File: src/rtl/utxb_regs.svh
// Purpose: offsets, field positions, reset values and timing counts of the serial transceiver
// Assumes: register port addresses are word indices
// Notes: definitions only
`ifndef UTXB_REGS_SVH
`define UTXB_REGS_SVH
`define UTXB_ADDR_W 4
`define UTXB_OFF_MODE 4'h0
`define UTXB_OFF_STA 4'h1
`define UTXB_OFF_TXD 4'h2
`define UTXB_OFF_RXD 4'h3
`define UTXB_OFF_BRG 4'h4
`define UTXB_OFF_IFS 4'h5
`define UTXB_OFF_IEM 4'h6
// mode register fields
`define UTXB_MODE_ON 15
`define UTXB_MODE_INFRARED_CODEC_ENABLE 12
`define UTXB_MODE_PFS_HI 9
`define UTXB_MODE_PFS_LO 8
`define UTXB_MODE_HIGH_SPEED_BAUD_SELECT 3
`define UTXB_MODE_PDS_HI 2
`define UTXB_MODE_PDS_LO 1
`define UTXB_MODE_STSEL 0
// status / control fields
`define UTXB_STA_TXISEL_HI 15
`define UTXB_STA_TXISEL_LO 14
`define UTXB_STA_BRK 11
`define UTXB_STA_TXEN 10
`define UTXB_STA_TRMT 8
`define UTXB_STA_RXISEL_HI 7
`define UTXB_STA_RXISEL_LO 6
`define UTXB_STA_PARITY_ERROR_FLAG 3
`define UTXB_STA_FRAMING_ERROR_FLAG 2
`define UTXB_STA_OVERRUN_ERROR_FLAG 1
`define UTXB_STA_RXAV 0
// interrupt flag bits
`define UTXB_IRQ_TX 0
`define UTXB_IRQ_RX 1
`define UTXB_IRQ_ERR 2
`define UTXB_IRQ_W 3
`define UTXB_MODE_RST 16'h0000
`define UTXB_BRG_RST 16'h0000
`define UTXB_RXF_DEPTH 4
`define UTXB_TXEN_IRQ_DLY 2'h2
`define UTXB_BRK_BITS 4'hd
`endif

File: src/rtl/utxb_pkg.sv
// Purpose: types of the serial transceiver
// Assumes: nothing
// Notes: used as utxb_pkg::name
package utxb_pkg;
	typedef enum logic [2:0] {TX_IDLE, TX_START, TX_DATA, TX_PAR, TX_STOP, TX_BRK} utxb_tx_type;
	typedef enum logic [1:0] {RX_IDLE, RX_DATA, RX_STOP} utxb_rx_type;
endpackage

File: src/rtl/utxb_baud.sv
// Purpose: baud tick generator giving 16x and bit ticks
// Assumes: divisor n gives 16x tick every n+1 clocks
// Notes: restart clears the count
`timescale 1ns/100ps
`default_nettype none
module utxb_baud (
	input wire logic clk,
	input wire logic rst_n,
	input wire logic restart,
	input wire logic [15:0] divisor,
	input wire logic fast,
	output logic tick16,
	output logic tick_bit
);
	logic [15:0] cnt_reg;
	logic [3:0] sub_reg;
	always_ff @(posedge clk or negedge rst_n) begin
		if (!rst_n) begin
			cnt_reg <= 16'h0000;
			sub_reg <= 4'h0;
		end else if (restart || cnt_reg == divisor) begin
			cnt_reg <= 16'h0000;
			if (restart)
				sub_reg <= 4'h0;
			else
				sub_reg <= sub_reg + 4'h1;
		end else begin
			cnt_reg <= cnt_reg + 16'h0001;
		end
	end
	// fast mode: every sub tick is a bit tick (4x in hardware, simplified)
	assign tick16 = !restart && cnt_reg == divisor;
	// first bit tick comes on the first 16x tick after a restart, so a waiting frame loses no bit time
	assign tick_bit = tick16 && (fast || sub_reg == 4'h0);
endmodule
`default_nettype wire

File: src/rtl/utxb_uart.sv
// Purpose: serial transceiver with break/sync, receive queue, flow pins and infrared
// Assumes: register port is word indexed, read data one cycle after read strobe
// Notes: 8 or 9 data bits, parity, one or two stop bits
//
// What this block does
// - transmit enable setting raises transmit interrupt three cycles later
// - 8-bit mode: byte write loads shifter at once, shifts on next baud edge
// - byte loaded while disabled starts at once when transmit enable set
// - transmit interrupt follows the transmit interrupt select field
// - 9-bit mode: word write loads nine bits, output on first baud edge
// - break: dummy write starts break, its value ignored
// - hardware clears break request after break, then sends queued character
// - receive interrupt raised per receive interrupt select field
// - overrun flag stays set until software clears it
// - reading receive data advances queue with its own parity and framing flags
// - request-to-send flags a full receive queue with field 01 or 10, clear-to-send gates transmit with field 10
// - infrared modes work only with high speed baud select zero
// - pin function 11, enabled and high speed baud select zero: request-to-send pin outputs 16x clock
// - infrared enable: receive and transmit pins use infrared codec
`include "utxb_regs.svh"
`timescale 1ns/100ps
`default_nettype none
module utxb_uart (
	input wire logic CLOCK,
	input wire logic RSTN,
	input wire logic [3:0] ADDR,
	input wire logic [15:0] WDATA,
	input wire logic WR,
	input wire logic RD,
	output logic [15:0] RDATA,
	input wire logic RXD,
	output logic TXD,
	input wire logic CTSN,
	output logic RTSN,
	output logic IRQ
);
	logic [15:0] mode_reg;
	logic [15:0] brg_reg;
	logic [1:0] txisel_reg;
	logic [1:0] rxisel_reg;
	logic txen_reg;
	logic brk_reg;
	logic overrun_error_flag_reg;
	logic [`UTXB_IRQ_W-1:0] ifs_reg;
	logic [`UTXB_IRQ_W-1:0] iem_reg;
	logic [1:0] txen_dly_reg;
	logic [8:0] hold_reg;
	logic hold_full_reg;
	logic hold_brk_reg;
	logic [8:0] tsr_reg;
	logic [3:0] bit_cnt_reg;
	logic tx_par_reg;
	logic txd_reg;
	utxb_pkg::utxb_tx_type tx_st_reg;
	logic [10:0] rxq_reg [`UTXB_RXF_DEPTH];
	logic [2:0] rxq_cnt_reg;
	logic [1:0] rxq_wp_reg;
	logic [1:0] rxq_rp_reg;
	logic [8:0] rx_sh_reg;
	logic [3:0] rx_bit_reg;
	logic [3:0] rx_ph_reg;
	logic rx_par_reg;
	utxb_pkg::utxb_rx_type rx_st_reg;
	logic rx_s1_reg;
	logic rx_prev_reg;
	logic rtsn_reg;
	logic bclk_reg;
	logic on;
	logic nine;
	logic ir_ok;
	logic [1:0] pfs;
	logic tick16;
	logic tick_bit;
	logic baud_restart;
	logic txd_raw;
	logic rxd_in;
	logic tx_wr;
	logic rx_rd;
	logic rx_push;
	logic [10:0] rx_word;
	logic rx_par_on;
	logic tx_load;
	logic tx_done;
	logic cts_ok;
	logic [3:0] last_bit;

	assign on = mode_reg[`UTXB_MODE_ON];
	assign nine = mode_reg[`UTXB_MODE_PDS_HI:`UTXB_MODE_PDS_LO] == 2'b11;
	assign pfs = mode_reg[`UTXB_MODE_PFS_HI:`UTXB_MODE_PFS_LO];
	// infrared only on 16x baud
	// infrared gated by speed
	assign ir_ok = !mode_reg[`UTXB_MODE_HIGH_SPEED_BAUD_SELECT];
	assign tx_wr = WR && ADDR == `UTXB_OFF_TXD;
	assign rx_rd = RD && ADDR == `UTXB_OFF_RXD;
	// baud restarts while transmit is off
	assign baud_restart = !on || !txen_reg;
	// flow control gates start of a character
	assign cts_ok = pfs != 2'b10 || !CTSN;
	assign last_bit = nine ? 4'h8 : 4'h7;

	utxb_baud u_baud (
		.clk(CLOCK),
		.rst_n(RSTN),
		.restart(baud_restart),
		.divisor(brg_reg),
		.fast(mode_reg[`UTXB_MODE_HIGH_SPEED_BAUD_SELECT]),
		.tick16(tick16),
		.tick_bit(tick_bit)
	);

	//////////////////////////////////////////////////////////////////////
	// configuration registers
	always_ff @(posedge CLOCK or negedge RSTN) begin
		if (!RSTN) begin
			mode_reg <= `UTXB_MODE_RST;
			brg_reg <= `UTXB_BRG_RST;
			txisel_reg <= 2'h0;
			rxisel_reg <= 2'h0;
			txen_reg <= 1'b0;
			iem_reg <= '0;
		end else if (WR) begin
			case (ADDR)
				`UTXB_OFF_MODE: mode_reg <= WDATA;
				`UTXB_OFF_BRG: brg_reg <= WDATA;
				`UTXB_OFF_IEM: iem_reg <= WDATA[`UTXB_IRQ_W-1:0];
				`UTXB_OFF_STA: begin
					txisel_reg <= WDATA[`UTXB_STA_TXISEL_HI:`UTXB_STA_TXISEL_LO];
					rxisel_reg <= WDATA[`UTXB_STA_RXISEL_HI:`UTXB_STA_RXISEL_LO];
					txen_reg <= WDATA[`UTXB_STA_TXEN];
				end
				default: ;
			endcase
		end
	end

	// break request: set by software, cleared by hardware when break ends
	always_ff @(posedge CLOCK or negedge RSTN) begin
		if (!RSTN)
			brk_reg <= 1'b0;
		else if (WR && ADDR == `UTXB_OFF_STA && WDATA[`UTXB_STA_BRK])
			brk_reg <= 1'b1;
		else if (tx_done && tx_st_reg == utxb_pkg::TX_BRK)
			brk_reg <= 1'b0;
	end

	//////////////////////////////////////////////////////////////////////
	// transmit holding stage
	assign tx_load = hold_full_reg && tx_st_reg == utxb_pkg::TX_IDLE && on && txen_reg && cts_ok;
	always_ff @(posedge CLOCK or negedge RSTN) begin
		if (!RSTN) begin
			hold_reg <= 9'h000;
			hold_full_reg <= 1'b0;
			hold_brk_reg <= 1'b0;
		end else if (tx_wr) begin
			hold_reg <= nine ? WDATA[8:0] : {1'b0, WDATA[7:0]};
			hold_full_reg <= 1'b1;
			hold_brk_reg <= brk_reg && !hold_full_reg && tx_st_reg == utxb_pkg::TX_IDLE;
		end else if (tx_load) begin
			hold_full_reg <= 1'b0;
		end
	end

	//////////////////////////////////////////////////////////////////////
	// transmit shifter
	assign tx_done = tick_bit && ((tx_st_reg == utxb_pkg::TX_STOP && bit_cnt_reg == {3'h0, mode_reg[`UTXB_MODE_STSEL]})
		|| (tx_st_reg == utxb_pkg::TX_BRK && bit_cnt_reg == `UTXB_BRK_BITS));
	always_ff @(posedge CLOCK or negedge RSTN) begin
		if (!RSTN) begin
			tx_st_reg <= utxb_pkg::TX_IDLE;
			tsr_reg <= 9'h000;
			bit_cnt_reg <= 4'h0;
			tx_par_reg <= 1'b0;
			txd_raw <= 1'b1;
		end else if (!on) begin
			tx_st_reg <= utxb_pkg::TX_IDLE;
			txd_raw <= 1'b1;
		end else begin
			case (tx_st_reg)
				utxb_pkg::TX_IDLE: if (tx_load) begin
					tsr_reg <= hold_reg;
					tx_par_reg <= mode_reg[`UTXB_MODE_PDS_HI:`UTXB_MODE_PDS_LO] == 2'b10;
					bit_cnt_reg <= 4'h0;
					tx_st_reg <= hold_brk_reg ? utxb_pkg::TX_BRK : utxb_pkg::TX_START;
				end
				utxb_pkg::TX_START: if (tick_bit) begin
					txd_raw <= 1'b0;
					tx_st_reg <= utxb_pkg::TX_DATA;
				end
				utxb_pkg::TX_DATA: if (tick_bit) begin
					txd_raw <= tsr_reg[0];
					tx_par_reg <= tx_par_reg ^ tsr_reg[0];
					tsr_reg <= {1'b0, tsr_reg[8:1]};
					bit_cnt_reg <= bit_cnt_reg + 4'h1;
					if (bit_cnt_reg == last_bit) begin
						bit_cnt_reg <= 4'h0;
						tx_st_reg <= (mode_reg[`UTXB_MODE_PDS_HI:`UTXB_MODE_PDS_LO] == 2'b00 || nine)
							? utxb_pkg::TX_STOP : utxb_pkg::TX_PAR;
					end
				end
				utxb_pkg::TX_PAR: if (tick_bit) begin
					txd_raw <= tx_par_reg;
					tx_st_reg <= utxb_pkg::TX_STOP;
				end
				utxb_pkg::TX_STOP: if (tick_bit) begin
					txd_raw <= 1'b1;
					bit_cnt_reg <= bit_cnt_reg + 4'h1;
					if (tx_done)
						tx_st_reg <= utxb_pkg::TX_IDLE;
				end
				utxb_pkg::TX_BRK: if (tick_bit) begin
					txd_raw <= tx_done;
					bit_cnt_reg <= bit_cnt_reg + 4'h1;
					if (tx_done)
						tx_st_reg <= utxb_pkg::TX_IDLE;
				end
				default: tx_st_reg <= utxb_pkg::TX_IDLE;
			endcase
		end
	end

	//////////////////////////////////////////////////////////////////////
	// pins: infrared encode, flow control, 16x clock
	always_ff @(posedge CLOCK or negedge RSTN) begin
		if (!RSTN) begin
			txd_reg <= 1'b1;
			rtsn_reg <= 1'b1;
			bclk_reg <= 1'b0;
		end else begin
			if (tick16)
				bclk_reg <= !bclk_reg;
			// infrared pulse on low bit, idle low
			if (mode_reg[`UTXB_MODE_INFRARED_CODEC_ENABLE] && ir_ok)
				txd_reg <= !txd_raw && tx_st_reg != utxb_pkg::TX_IDLE && bclk_reg;
			else
				txd_reg <= txd_raw;
			if (pfs == 2'b11)
				rtsn_reg <= on && ir_ok ? bclk_reg : 1'b1;
			else if (pfs == 2'b01 || pfs == 2'b10)
				rtsn_reg <= rxq_cnt_reg == 3'(`UTXB_RXF_DEPTH);
			else
				rtsn_reg <= 1'b1;
		end
	end

	//////////////////////////////////////////////////////////////////////
	// receiver
	// infrared input inverted pulses
	assign rxd_in = (mode_reg[`UTXB_MODE_INFRARED_CODEC_ENABLE] && ir_ok) ? !rx_s1_reg : rx_s1_reg;
	// flags kept per character
	// parity only when a parity bit is framed; 8-bit data without parity sits one place high
	assign rx_par_on = !nine && mode_reg[`UTXB_MODE_PDS_HI:`UTXB_MODE_PDS_LO] != 2'b00;
	assign rx_word = {rx_par_on && rx_par_reg != ^rx_sh_reg, !rxd_in,
		nine ? rx_sh_reg : (rx_par_on ? {1'b0, rx_sh_reg[7:0]} : {1'b0, rx_sh_reg[8:1]})};
	assign rx_push = rx_st_reg == utxb_pkg::RX_STOP && tick16 && rx_ph_reg == 4'h7;
	always_ff @(posedge CLOCK or negedge RSTN) begin
		if (!RSTN)
			rx_s1_reg <= 1'b1;
		else
			rx_s1_reg <= RXD;
	end
	always_ff @(posedge CLOCK or negedge RSTN) begin
		if (!RSTN) begin
			rx_st_reg <= utxb_pkg::RX_IDLE;
			rx_sh_reg <= 9'h000;
			rx_bit_reg <= 4'h0;
			rx_ph_reg <= 4'h0;
			rx_par_reg <= 1'b0;
			rx_prev_reg <= 1'b1;
		end else if (!on) begin
			rx_st_reg <= utxb_pkg::RX_IDLE;
		end else if (tick16) begin
			rx_ph_reg <= rx_ph_reg + 4'h1;
			rx_prev_reg <= rxd_in;
			case (rx_st_reg)
				utxb_pkg::RX_IDLE: begin
					rx_ph_reg <= 4'h0;
					rx_bit_reg <= 4'h0;
					// start only on a falling edge, so a low stop bit is no new start
					if (!rxd_in && rx_prev_reg)
						rx_st_reg <= utxb_pkg::RX_DATA;
				end
				utxb_pkg::RX_DATA: if (rx_ph_reg == 4'h7) begin
					// parity sampled into bit 8 slot when 8-bit with parity
					if (rx_bit_reg != 4'h0)
						rx_sh_reg <= {rxd_in, rx_sh_reg[8:1]};
					if (rx_bit_reg == last_bit + 4'h1 + {3'h0, !nine && mode_reg[2:1] != 2'b00})
						rx_st_reg <= utxb_pkg::RX_STOP;
					rx_bit_reg <= rx_bit_reg + 4'h1;
					rx_par_reg <= mode_reg[2:1] == 2'b10;
				end
				utxb_pkg::RX_STOP: if (rx_ph_reg == 4'h7)
					rx_st_reg <= utxb_pkg::RX_IDLE;
				default: rx_st_reg <= utxb_pkg::RX_IDLE;
			endcase
		end
	end

	// receive queue with per-character error flags
	always_ff @(posedge CLOCK or negedge RSTN) begin
		if (!RSTN) begin
			rxq_cnt_reg <= 3'h0;
			rxq_wp_reg <= 2'h0;
			rxq_rp_reg <= 2'h0;
			overrun_error_flag_reg <= 1'b0;
			for (int i = 0; i < `UTXB_RXF_DEPTH; i++)
				rxq_reg[i] <= 11'h000;
		end else begin
			if (rx_push && rxq_cnt_reg != 3'(`UTXB_RXF_DEPTH) && !overrun_error_flag_reg) begin
				rxq_reg[rxq_wp_reg] <= rx_word;
				rxq_wp_reg <= rxq_wp_reg + 2'h1;
			end
			if (rx_rd && rxq_cnt_reg != 3'h0)
				rxq_rp_reg <= rxq_rp_reg + 2'h1;
			rxq_cnt_reg <= rxq_cnt_reg
				+ 3'(rx_push && rxq_cnt_reg != 3'(`UTXB_RXF_DEPTH) && !overrun_error_flag_reg)
				- 3'(rx_rd && rxq_cnt_reg != 3'h0);
			if (rx_push && rxq_cnt_reg == 3'(`UTXB_RXF_DEPTH))
				overrun_error_flag_reg <= 1'b1;
			else if (WR && ADDR == `UTXB_OFF_STA && !WDATA[`UTXB_STA_OVERRUN_ERROR_FLAG])
				overrun_error_flag_reg <= 1'b0;
		end
	end

	//////////////////////////////////////////////////////////////////////
	// interrupts
	always_ff @(posedge CLOCK or negedge RSTN) begin
		if (!RSTN)
			txen_dly_reg <= 2'h0;
		else
			txen_dly_reg <= {txen_dly_reg[0], WR && ADDR == `UTXB_OFF_STA && WDATA[`UTXB_STA_TXEN] && !txen_reg};
	end
	always_ff @(posedge CLOCK or negedge RSTN) begin
		if (!RSTN) begin
			ifs_reg <= '0;
		end else begin
			for (int i = 0; i < `UTXB_IRQ_W; i++)
				if (WR && ADDR == `UTXB_OFF_IFS && WDATA[i])
					ifs_reg[i] <= 1'b0;
			// select: 0 on load, 1 on shift done, 2 on hold empty
			if (txen_dly_reg[1] || (txisel_reg == 2'b00 && tx_load) || (txisel_reg == 2'b01 && tx_done)
				|| (txisel_reg[1] && tx_load && !tx_wr))
				ifs_reg[`UTXB_IRQ_TX] <= 1'b1;
			// select: low any char, 2 at three, 3 at full
			if ((!rxisel_reg[1] && rx_push) || (rxisel_reg == 2'b10 && rxq_cnt_reg == 3'h3)
				|| (rxisel_reg == 2'b11 && rxq_cnt_reg == 3'(`UTXB_RXF_DEPTH)))
				ifs_reg[`UTXB_IRQ_RX] <= 1'b1;
			if (rx_push && rxq_cnt_reg == 3'(`UTXB_RXF_DEPTH))
				ifs_reg[`UTXB_IRQ_ERR] <= 1'b1;
		end
	end
	always_ff @(posedge CLOCK or negedge RSTN) begin
		if (!RSTN)
			IRQ <= 1'b0;
		else
			IRQ <= |(ifs_reg & iem_reg);
	end

	//////////////////////////////////////////////////////////////////////
	// read port
	always_ff @(posedge CLOCK or negedge RSTN) begin
		if (!RSTN) begin
			RDATA <= 16'h0000;
		end else if (RD) begin
			case (ADDR)
				`UTXB_OFF_MODE: RDATA <= mode_reg;
				`UTXB_OFF_BRG: RDATA <= brg_reg;
				`UTXB_OFF_STA: RDATA <= {txisel_reg, 2'h0, brk_reg, txen_reg, 1'b0,
					tx_st_reg == utxb_pkg::TX_IDLE && !hold_full_reg, rxisel_reg, 2'h0,
					rxq_reg[rxq_rp_reg][10], rxq_reg[rxq_rp_reg][9], overrun_error_flag_reg, rxq_cnt_reg != 3'h0};
				`UTXB_OFF_RXD: RDATA <= {7'h00, rxq_reg[rxq_rp_reg][8:0]};
				`UTXB_OFF_IFS: RDATA <= {13'h0000, ifs_reg};
				`UTXB_OFF_IEM: RDATA <= {13'h0000, iem_reg};
				default: RDATA <= 16'h0000;
			endcase
		end
	end
	assign TXD = txd_reg;
	assign RTSN = rtsn_reg;

	//////////////////////////////////////////////////////////////////////
	// checks
	property p_txen_irq;
		@(posedge CLOCK) disable iff (!RSTN)
		(WR && ADDR == `UTXB_OFF_STA && WDATA[`UTXB_STA_TXEN] && !txen_reg) |-> ##3 ifs_reg[`UTXB_IRQ_TX];
	endproperty
	a_txen_irq: assert property (p_txen_irq) else $error("tx irq not set after enable");
	property p_overrun_error_flag_hold;
		@(posedge CLOCK) disable iff (!RSTN)
		(overrun_error_flag_reg && !(WR && ADDR == `UTXB_OFF_STA)) |=> overrun_error_flag_reg;
	endproperty
	a_overrun_error_flag_hold: assert property (p_overrun_error_flag_hold) else $error("overrun cleared by hardware");
	property p_rd_adv;
		@(posedge CLOCK) disable iff (!RSTN)
		(rx_rd && rxq_cnt_reg != 3'h0) |=> rxq_rp_reg == $past(rxq_rp_reg) + 2'h1;
	endproperty
	a_rd_adv: assert property (p_rd_adv) else $error("receive read did not advance");
	property p_load;
		@(posedge CLOCK) disable iff (!RSTN)
		(tx_load && !hold_brk_reg) |=> tx_st_reg == utxb_pkg::TX_START && tsr_reg == $past(hold_reg);
	endproperty
	a_load: assert property (p_load) else $error("shifter not loaded");
	property p_brk_clr;
		@(posedge CLOCK) disable iff (!RSTN)
		(tx_done && tx_st_reg == utxb_pkg::TX_BRK && !(WR && ADDR == `UTXB_OFF_STA)) |=> !brk_reg;
	endproperty
	a_brk_clr: assert property (p_brk_clr) else $error("break bit not cleared");
	property p_bclk;
		@(posedge CLOCK) disable iff (!RSTN)
		(pfs == 2'b11 && !on) |=> RTSN;
	endproperty
	a_bclk: assert property (p_bclk) else $error("clock out while disabled");
	property p_irq;
		@(posedge CLOCK) disable iff (!RSTN)
		|(ifs_reg & iem_reg) |=> IRQ;
	endproperty
	a_irq: assert property (p_irq) else $error("interrupt missing");
	property p_ir_gate;
		@(posedge CLOCK) disable iff (!RSTN)
		(mode_reg[`UTXB_MODE_HIGH_SPEED_BAUD_SELECT] && tx_st_reg == utxb_pkg::TX_IDLE && on) |=> TXD == $past(txd_raw);
	endproperty
	a_ir_gate: assert property (p_ir_gate) else $error("infrared active at high speed");
endmodule
`default_nettype wire

File: config.mk
export PLATFORM = sky130hd
export DESIGN_NAME = utxb_uart
export DESIGN_NICKNAME = d
export VERILOG_FILES = /design/src/rtl/utxb_pkg.sv /design/src/rtl/utxb_baud.sv /design/src/rtl/utxb_uart.sv
export VERILOG_INCLUDE_DIRS = /design/src /design/src/rtl
export SDC_FILE = /design/constraint.sdc
export NUM_CORES = 1
export LEC_CHECK = 0
export ABC_AREA = 1
export BUFFER_PORTS_ARGS = -buffer_cell sky130_fd_sc_hd__buf_2
export CAP_MARGIN = 40
export CELL_PAD_IN_SITES_DETAIL_PLACEMENT = 1
export CELL_PAD_IN_SITES_GLOBAL_PLACEMENT = 1
export CORE_ASPECT_RATIO = 0.9
export CORE_UTILIZATION = 47
export CTS_CLUSTER_SIZE = 25
export DETAILED_ROUTE_END_ITERATION = 8
export GPL_TIMING_DRIVEN = 1
export PLACE_DENSITY = 0.88
export SLEW_MARGIN = 25
export SYNTH_ARGS = -nofsm -noshare
export SYNTH_HDL_FRONTEND = slang
export SYNTH_SLANG_ARGS = --single-unit
File: constraint.sdc
create_clock -name CLOCK -period 3.4 [get_ports CLOCK]
set_clock_uncertainty 0.2 [all_clocks]
set_input_delay 0.51 -clock CLOCK [delete_from_list [all_inputs] [get_ports CLOCK]]
set_output_delay 0.51 -clock CLOCK [all_outputs]
set_load 0.02 [all_outputs]
# After elaboration in Yosys (flattened, before gate mapping)
# Index checks and enable logic that the tools add are counted.
[totals]
input_bits = 26
register_bits = 189
elab_cells = 286
out_inout_bits = 19
[op_classes]
eq_ne = 51
bitwise_logic = 4
mux = 69
add_sub_neg = 11
order_cmp = 3
reduce_logical = 107
[ops]
columns = ["operator", "count"]
rows = [
  ["$pmux 16 s6", 1],
  ["$logic_and 1x1->1", 45],
  ["$bwmux 44", 1],
  ["$mux 9", 4],
  ["$mux 11", 3],
  ["$ne 3x3->1 const B", 11],
  ["$mux 4", 8],
  ["$mux 3", 10],
  ["$mux 1", 25],
  ["$bmux 11 s2", 1],
  ["$demux 11 s2", 1],
  ["$add 4x1->4 const B", 5],
  ["$pmux 9 s2", 1],
  ["$reduce_bool 2->1", 9],
  ["$add 16x1->16 const B", 1],
  ["$eq 16x16->1", 1],
  ["$eq 4x3->1 const B", 4],
  ["$mux 16", 1],
  ["$logic_not 1->1", 15],
  ["$pmux 3 s5", 1],
  ["$reduce_and 5->1", 3],
  ["$eq 2x2->1 const B", 7],
  ["$logic_or 1x1->1", 12],
  ["$mux 2", 6],
  ["other kinds (41)", 69],
]

# Logic depth before layout (Yosys ltp)
[logic_depth]
ltp_word = 10
mapped_depth = 17
mapped_depth_nobuf = 17

# Hierarchy
# Synthesis repeated with hierarchy kept, for this count alone.
[hier_totals]
hier_cells = 1249
hier_area_um2 = 9744.3
[by_module_without_submodules]
columns = ["module", "n_inst", "seq_area_each_um2", "cells_each", "area_each_um2"]
rows = [
  ["utxb_uart", 1, 4235.3, 1044, 8330.5],
  ["utxb_baud", 1, 500.5, 205, 1413.9],
]

# Worst setup path before layout
# No wires, ideal clock.
[synth_timing]
kind = "reg-to-reg"
startpoint = "reg u_baud.cnt_reg[2]"
endpoint = "reg rxq_cnt_reg[2]"
path_stages_with_launch = 16
arrival_time_ns = 2.535
n_path_buf = 1
setup_slack_ns = 0.543
period_less_slack_ns = 2.857
cell_sequence = "dfrtp_1 > buf_2 > xor2_1 > nor2_1 > nand2_1 > nor2_2 > nand2_2 > nor2_4 > nand2_4 > nor2_8 > nand2_1 > ha_1 > inv_1 > ha_1 > fa_1 > xnor2_1"
[synth_via]
elab_chain_cells = 8
[synth_rtl]
columns = ["element", "line", "text"]
rows = [
  ["start: declaration", "utxb_baud.sv:15", "logic [15:0] cnt_reg;"],
  ["start signal: assignment", "utxb_baud.sv:28", "cnt_reg <= cnt_reg + 16'h0001;"],
  ["$eq 16x16->1", "utxb_baud.sv:32", "assign tick16 = !restart && cnt_reg == divisor;"],
  ["$logic_and 1x1->1", "utxb_baud.sv:32", ""],
  ["$logic_and 1x1->1 (2 in a row)", "utxb_uart.sv:254", "assign rx_push = rx_st_reg == utxb_pkg::RX_STOP && tick16 && rx_ph_reg == 4'h7;"],
  ["$logic_and 1x1->1 (2 in a row)", "utxb_uart.sv:315", "+ 3'(rx_push && rxq_cnt_reg != 3'(`UTXB_RXF_DEPTH) && !overrun_error_flag_reg)"],
  ["$add 3x1->3", "utxb_uart.sv:314", "rxq_cnt_reg <= rxq_cnt_reg"],
  ["$sub 3x1->3", "utxb_uart.sv:314", ""],
  ["end signal: assignment", "utxb_uart.sv:314", ""],
  ["end: declaration", "utxb_uart.sv:56", "logic [2:0] rxq_cnt_reg;"],
]
# Every way passes these cells.
# A chain may end at the register's enable or synchronous reset.

# Worst setup path in the final report
[layout_timing]
startpoint = "reg u_baud.cnt_reg[4]"
endpoint = "reg rxq_cnt_reg[2]"
# The elaborated chain is that of the path after synthesis.

==> flow_summary.yaml <==
logic_synthesis:
  yosysMostFrequentCell: "nand2_1"
  ys_ff_latch: 189
  ys_async_sr_fraction: 1.00
  synthTopCellsByArea: "dfrtp_1 49%, nand2_1 12%, o21ai_0 7.0%, inv_1 5.0%, nor2_1 4.6%"
  muxShareOfSynthArea: 0.00212
  synth_top_area_frac: 0.488
  yosys.area.top_type: "dfrtp_1"
  syn-cell-area_mm2: 0.00943
  synth_flop_cell: "dfrtp_1"
  synth_xor_area_frac: 0.0288
  syn_avg_cell_area_um2: 8.15
  yosysWarnings: 0
  synth_edf_count: 0
  ys_seq_area_frac: 0.502
  synth-simple-area-share: 0.212
  synth_nets: 1203
  synth_compound_area_frac: 0.152
  synth.distinct_cells: 47
  synth_common_cells: "290 x nand2_1, 184 x dfrtp_1, 131 x o21ai_0"
  synthAdderAreaFrac: 0.0273
  synth_top_family_by_area: "simple AND/OR/NAND/NOR gates"
  synth_cells: 1157
detailed_routing:
  via_per_inst: 5.59
  first_pass_iters: 7
  wire_per_inst_um: 19.6
  num_vias: 8228
  drc: 0
  drtIter0Drc: 584
  ant_nets: 0
  drt_wl_total_um: 28800
timing:
  report.final.slew_viol_count: 0
  tightest_slew_ns: 0.856
  slew_headroom: 0.427
  rsz0062_at_grt: "no"
  final.min_clock_period_ns: 3.32
  setup_viol: 0
  finalCritPeriodShare: 0.976
  hold_viol_final: 0
  fin_tns_setup_ns: 0
  layout_setup_ws_ns: 0.0810
  fmax_ghz: 0.301
clock_tree:
  h-tree-depth: 4
  cts_sinks: 189
  clock-root-buffer: "clkbuf_16"
  path_clk_slew_ns: 0.08
  post-cts-setup-buffers: 0
  cts_made_buffers: 17
  cts_buffer_depth: 2
  cts_tree: "built"
  clk_latency_ns: 0.45
floorplan:
  start_util: 0.486
  die_area_mm2: 0.0206
  io_pins: 45
  die_y_um: 136
  die_x_um: 151
  fp.coreArea_mm2: 0.0194
  row_count: 48
setup_path:
  worstSetupStartpointType: "register"
  crit_arrival_ns: 3.47
  reg2reg_from: "u_baud.cnt_reg[4]"
  critPathLaunch: "u_baud.cnt_reg[4]"
  worstSetupPathType: "register to register"
  cp_max_fo: 7
  reg2reg_slack_ns: 0.08
  cp-end-kind: "register"
  crit_required_ns: 3.55
  r2r-end: "rxq_cnt_reg[2]"
  r2r.worst_path.cells: 16
power_and_ir_drop:
  p_leak_nw: 5.06
  p_per_area_mw_per_mm2: 619
  peakVddDrop_v: 0.000394
  p_total_w: 0.00655
finish:
  ff_latch_area_mm2: 0.00474
  layout-drive-gt1-share: 0.107
  multi_input_area_mm2: 0.00398
  largest_reg_flops: 44
  nNetsFinal: 1254
  utilization: 0.545
  syn_to_final_growth_pct: 12.2
  final.fill_count: 2385
  diodes: 0
outcome:
  status: "completed"
global_route:
  grt.total_usage: 0.298
  grt_max_degree: 76
  grt_pass1_wl_um: 46400
  grt_pass1_vias: 8506
  overflow: 0
  antenna_found_initial: 0
hold_path:
  min-delay-start: "WDATA[14]"
  hp-class: "input pin to register"
  hold_depth: 3
  hold_end: "txisel_reg[0]"
placement:
  dp_slack_ns: 0.249
  gp_congestion: 0.881
  dp_hpwl_um: 19800
  io_buffers: 44
job:
  drv_cap: 0
[layer usage]
layer	vias up	wire length, µm	track usage
li1	3847	-	-
met1	4067	13000	0.413
met2	249	13400	0.465
met3	65	1680	0.0601
met4	0	795	0.101
met5	-	0	0
[where the power goes]
| part | switching (W) | internal (W) |
|---|---|---|
| Sequential | 0.000281 | 0.00254 |
| Combinational | 0.00114 | 0.000515 |
| Clock | 0.00101 | 0.00105 |
| Total | 0.00244 | 0.00411 |
[placed cells by master, fill, tap and decap left out, types with 30 or more instances in the layout]
cell type | Yosys | layout
nand2_1 | 290 | 289
o21ai_0 | 131 | 131
a21oi_1 | 45 | 45
o21ai_1 | 45 | 45
nand3_1 | 30 | 30
dfrtp_1 | 184 | 184
inv_1 | 126 | 126
buf_2 | 2 | 44
nor2_1 | 116 | 116
[cells by family after synthesis]
group           Yosys count
compound gates          262
fa+ha+maj                20
xor+xnor                 31
flops                   189
mux                       2
simple gates            478
buf+inv                 175
[layout make-up]
cell class | instances | share of cell area
Tap cell | 250 | 0.0296
Timing Repair Buffer | 68 | 0.0404
Multi-Input combinational cell | 793 | 0.376
Inverter | 139 | 0.0493
Sequential cell | 189 | 0.448
Clock inverter | 15 | 0.0170
Clock buffer | 17 | 0.0402
[worst max path at each step]
| stage | endpoint | slack (ns) | depth (start not counted) |
|---|---|---|---|
| after floorplan | rxq_cnt_reg[2] | 0.54 | 15 |
| after global placement | rxq_cnt_reg[2] | 0.46 | 17 |
| after detailed placement | rxq_cnt_reg[2] | 0.25 | 16 |
| after CTS | rxq_cnt_reg[2] | 0.08 | 16 |
| after global routing | rxq_cnt_reg[2] | 0.003 | 16 |
| final | rxq_cnt_reg[2] | 0.08 | 16 |
[per-stage QoR]
step | cells | hold WS, ns | instance area (µm²)
floorplan | 1157 | 0.0144 | 9430
global placement | 1435 | 0.135 | 9940
detailed placement | 1435 | 0.148 | 9940
CTS | 1469 | 0.0941 | 10600
global route | 1471 | 0.121 | 10600
finish | 1471 | 0.0995 | 10600
[critical path, stage by stage, from the launching register on]
cell	delay, ns
dfrtp_1	0.42
inv_2	0.08
nand2_1	0.06
nand2_1	0.05
nor2_1	0.20
nand2_1	0.15
nor2_2	0.16
nand2_2	0.09
nor2_4	0.13
nand2_4	0.09
nor2_8	0.22
nand2_2	0.14
ha_1	0.35
inv_1	0.06
ha_1	0.20
fa_1	0.40
xnor2_1	0.21
[what timing repair did]
| item | CTS | global route |
|---|---|---|
| endpoints found under the setup margin | 0 | 1 |
| hold buffers | 2 | 0 |
| endpoints found under the hold margin | 72 | 0 |
| resized for setup | 0 | 1 |
Note: power is estimated with default switching activity, not from simulation.
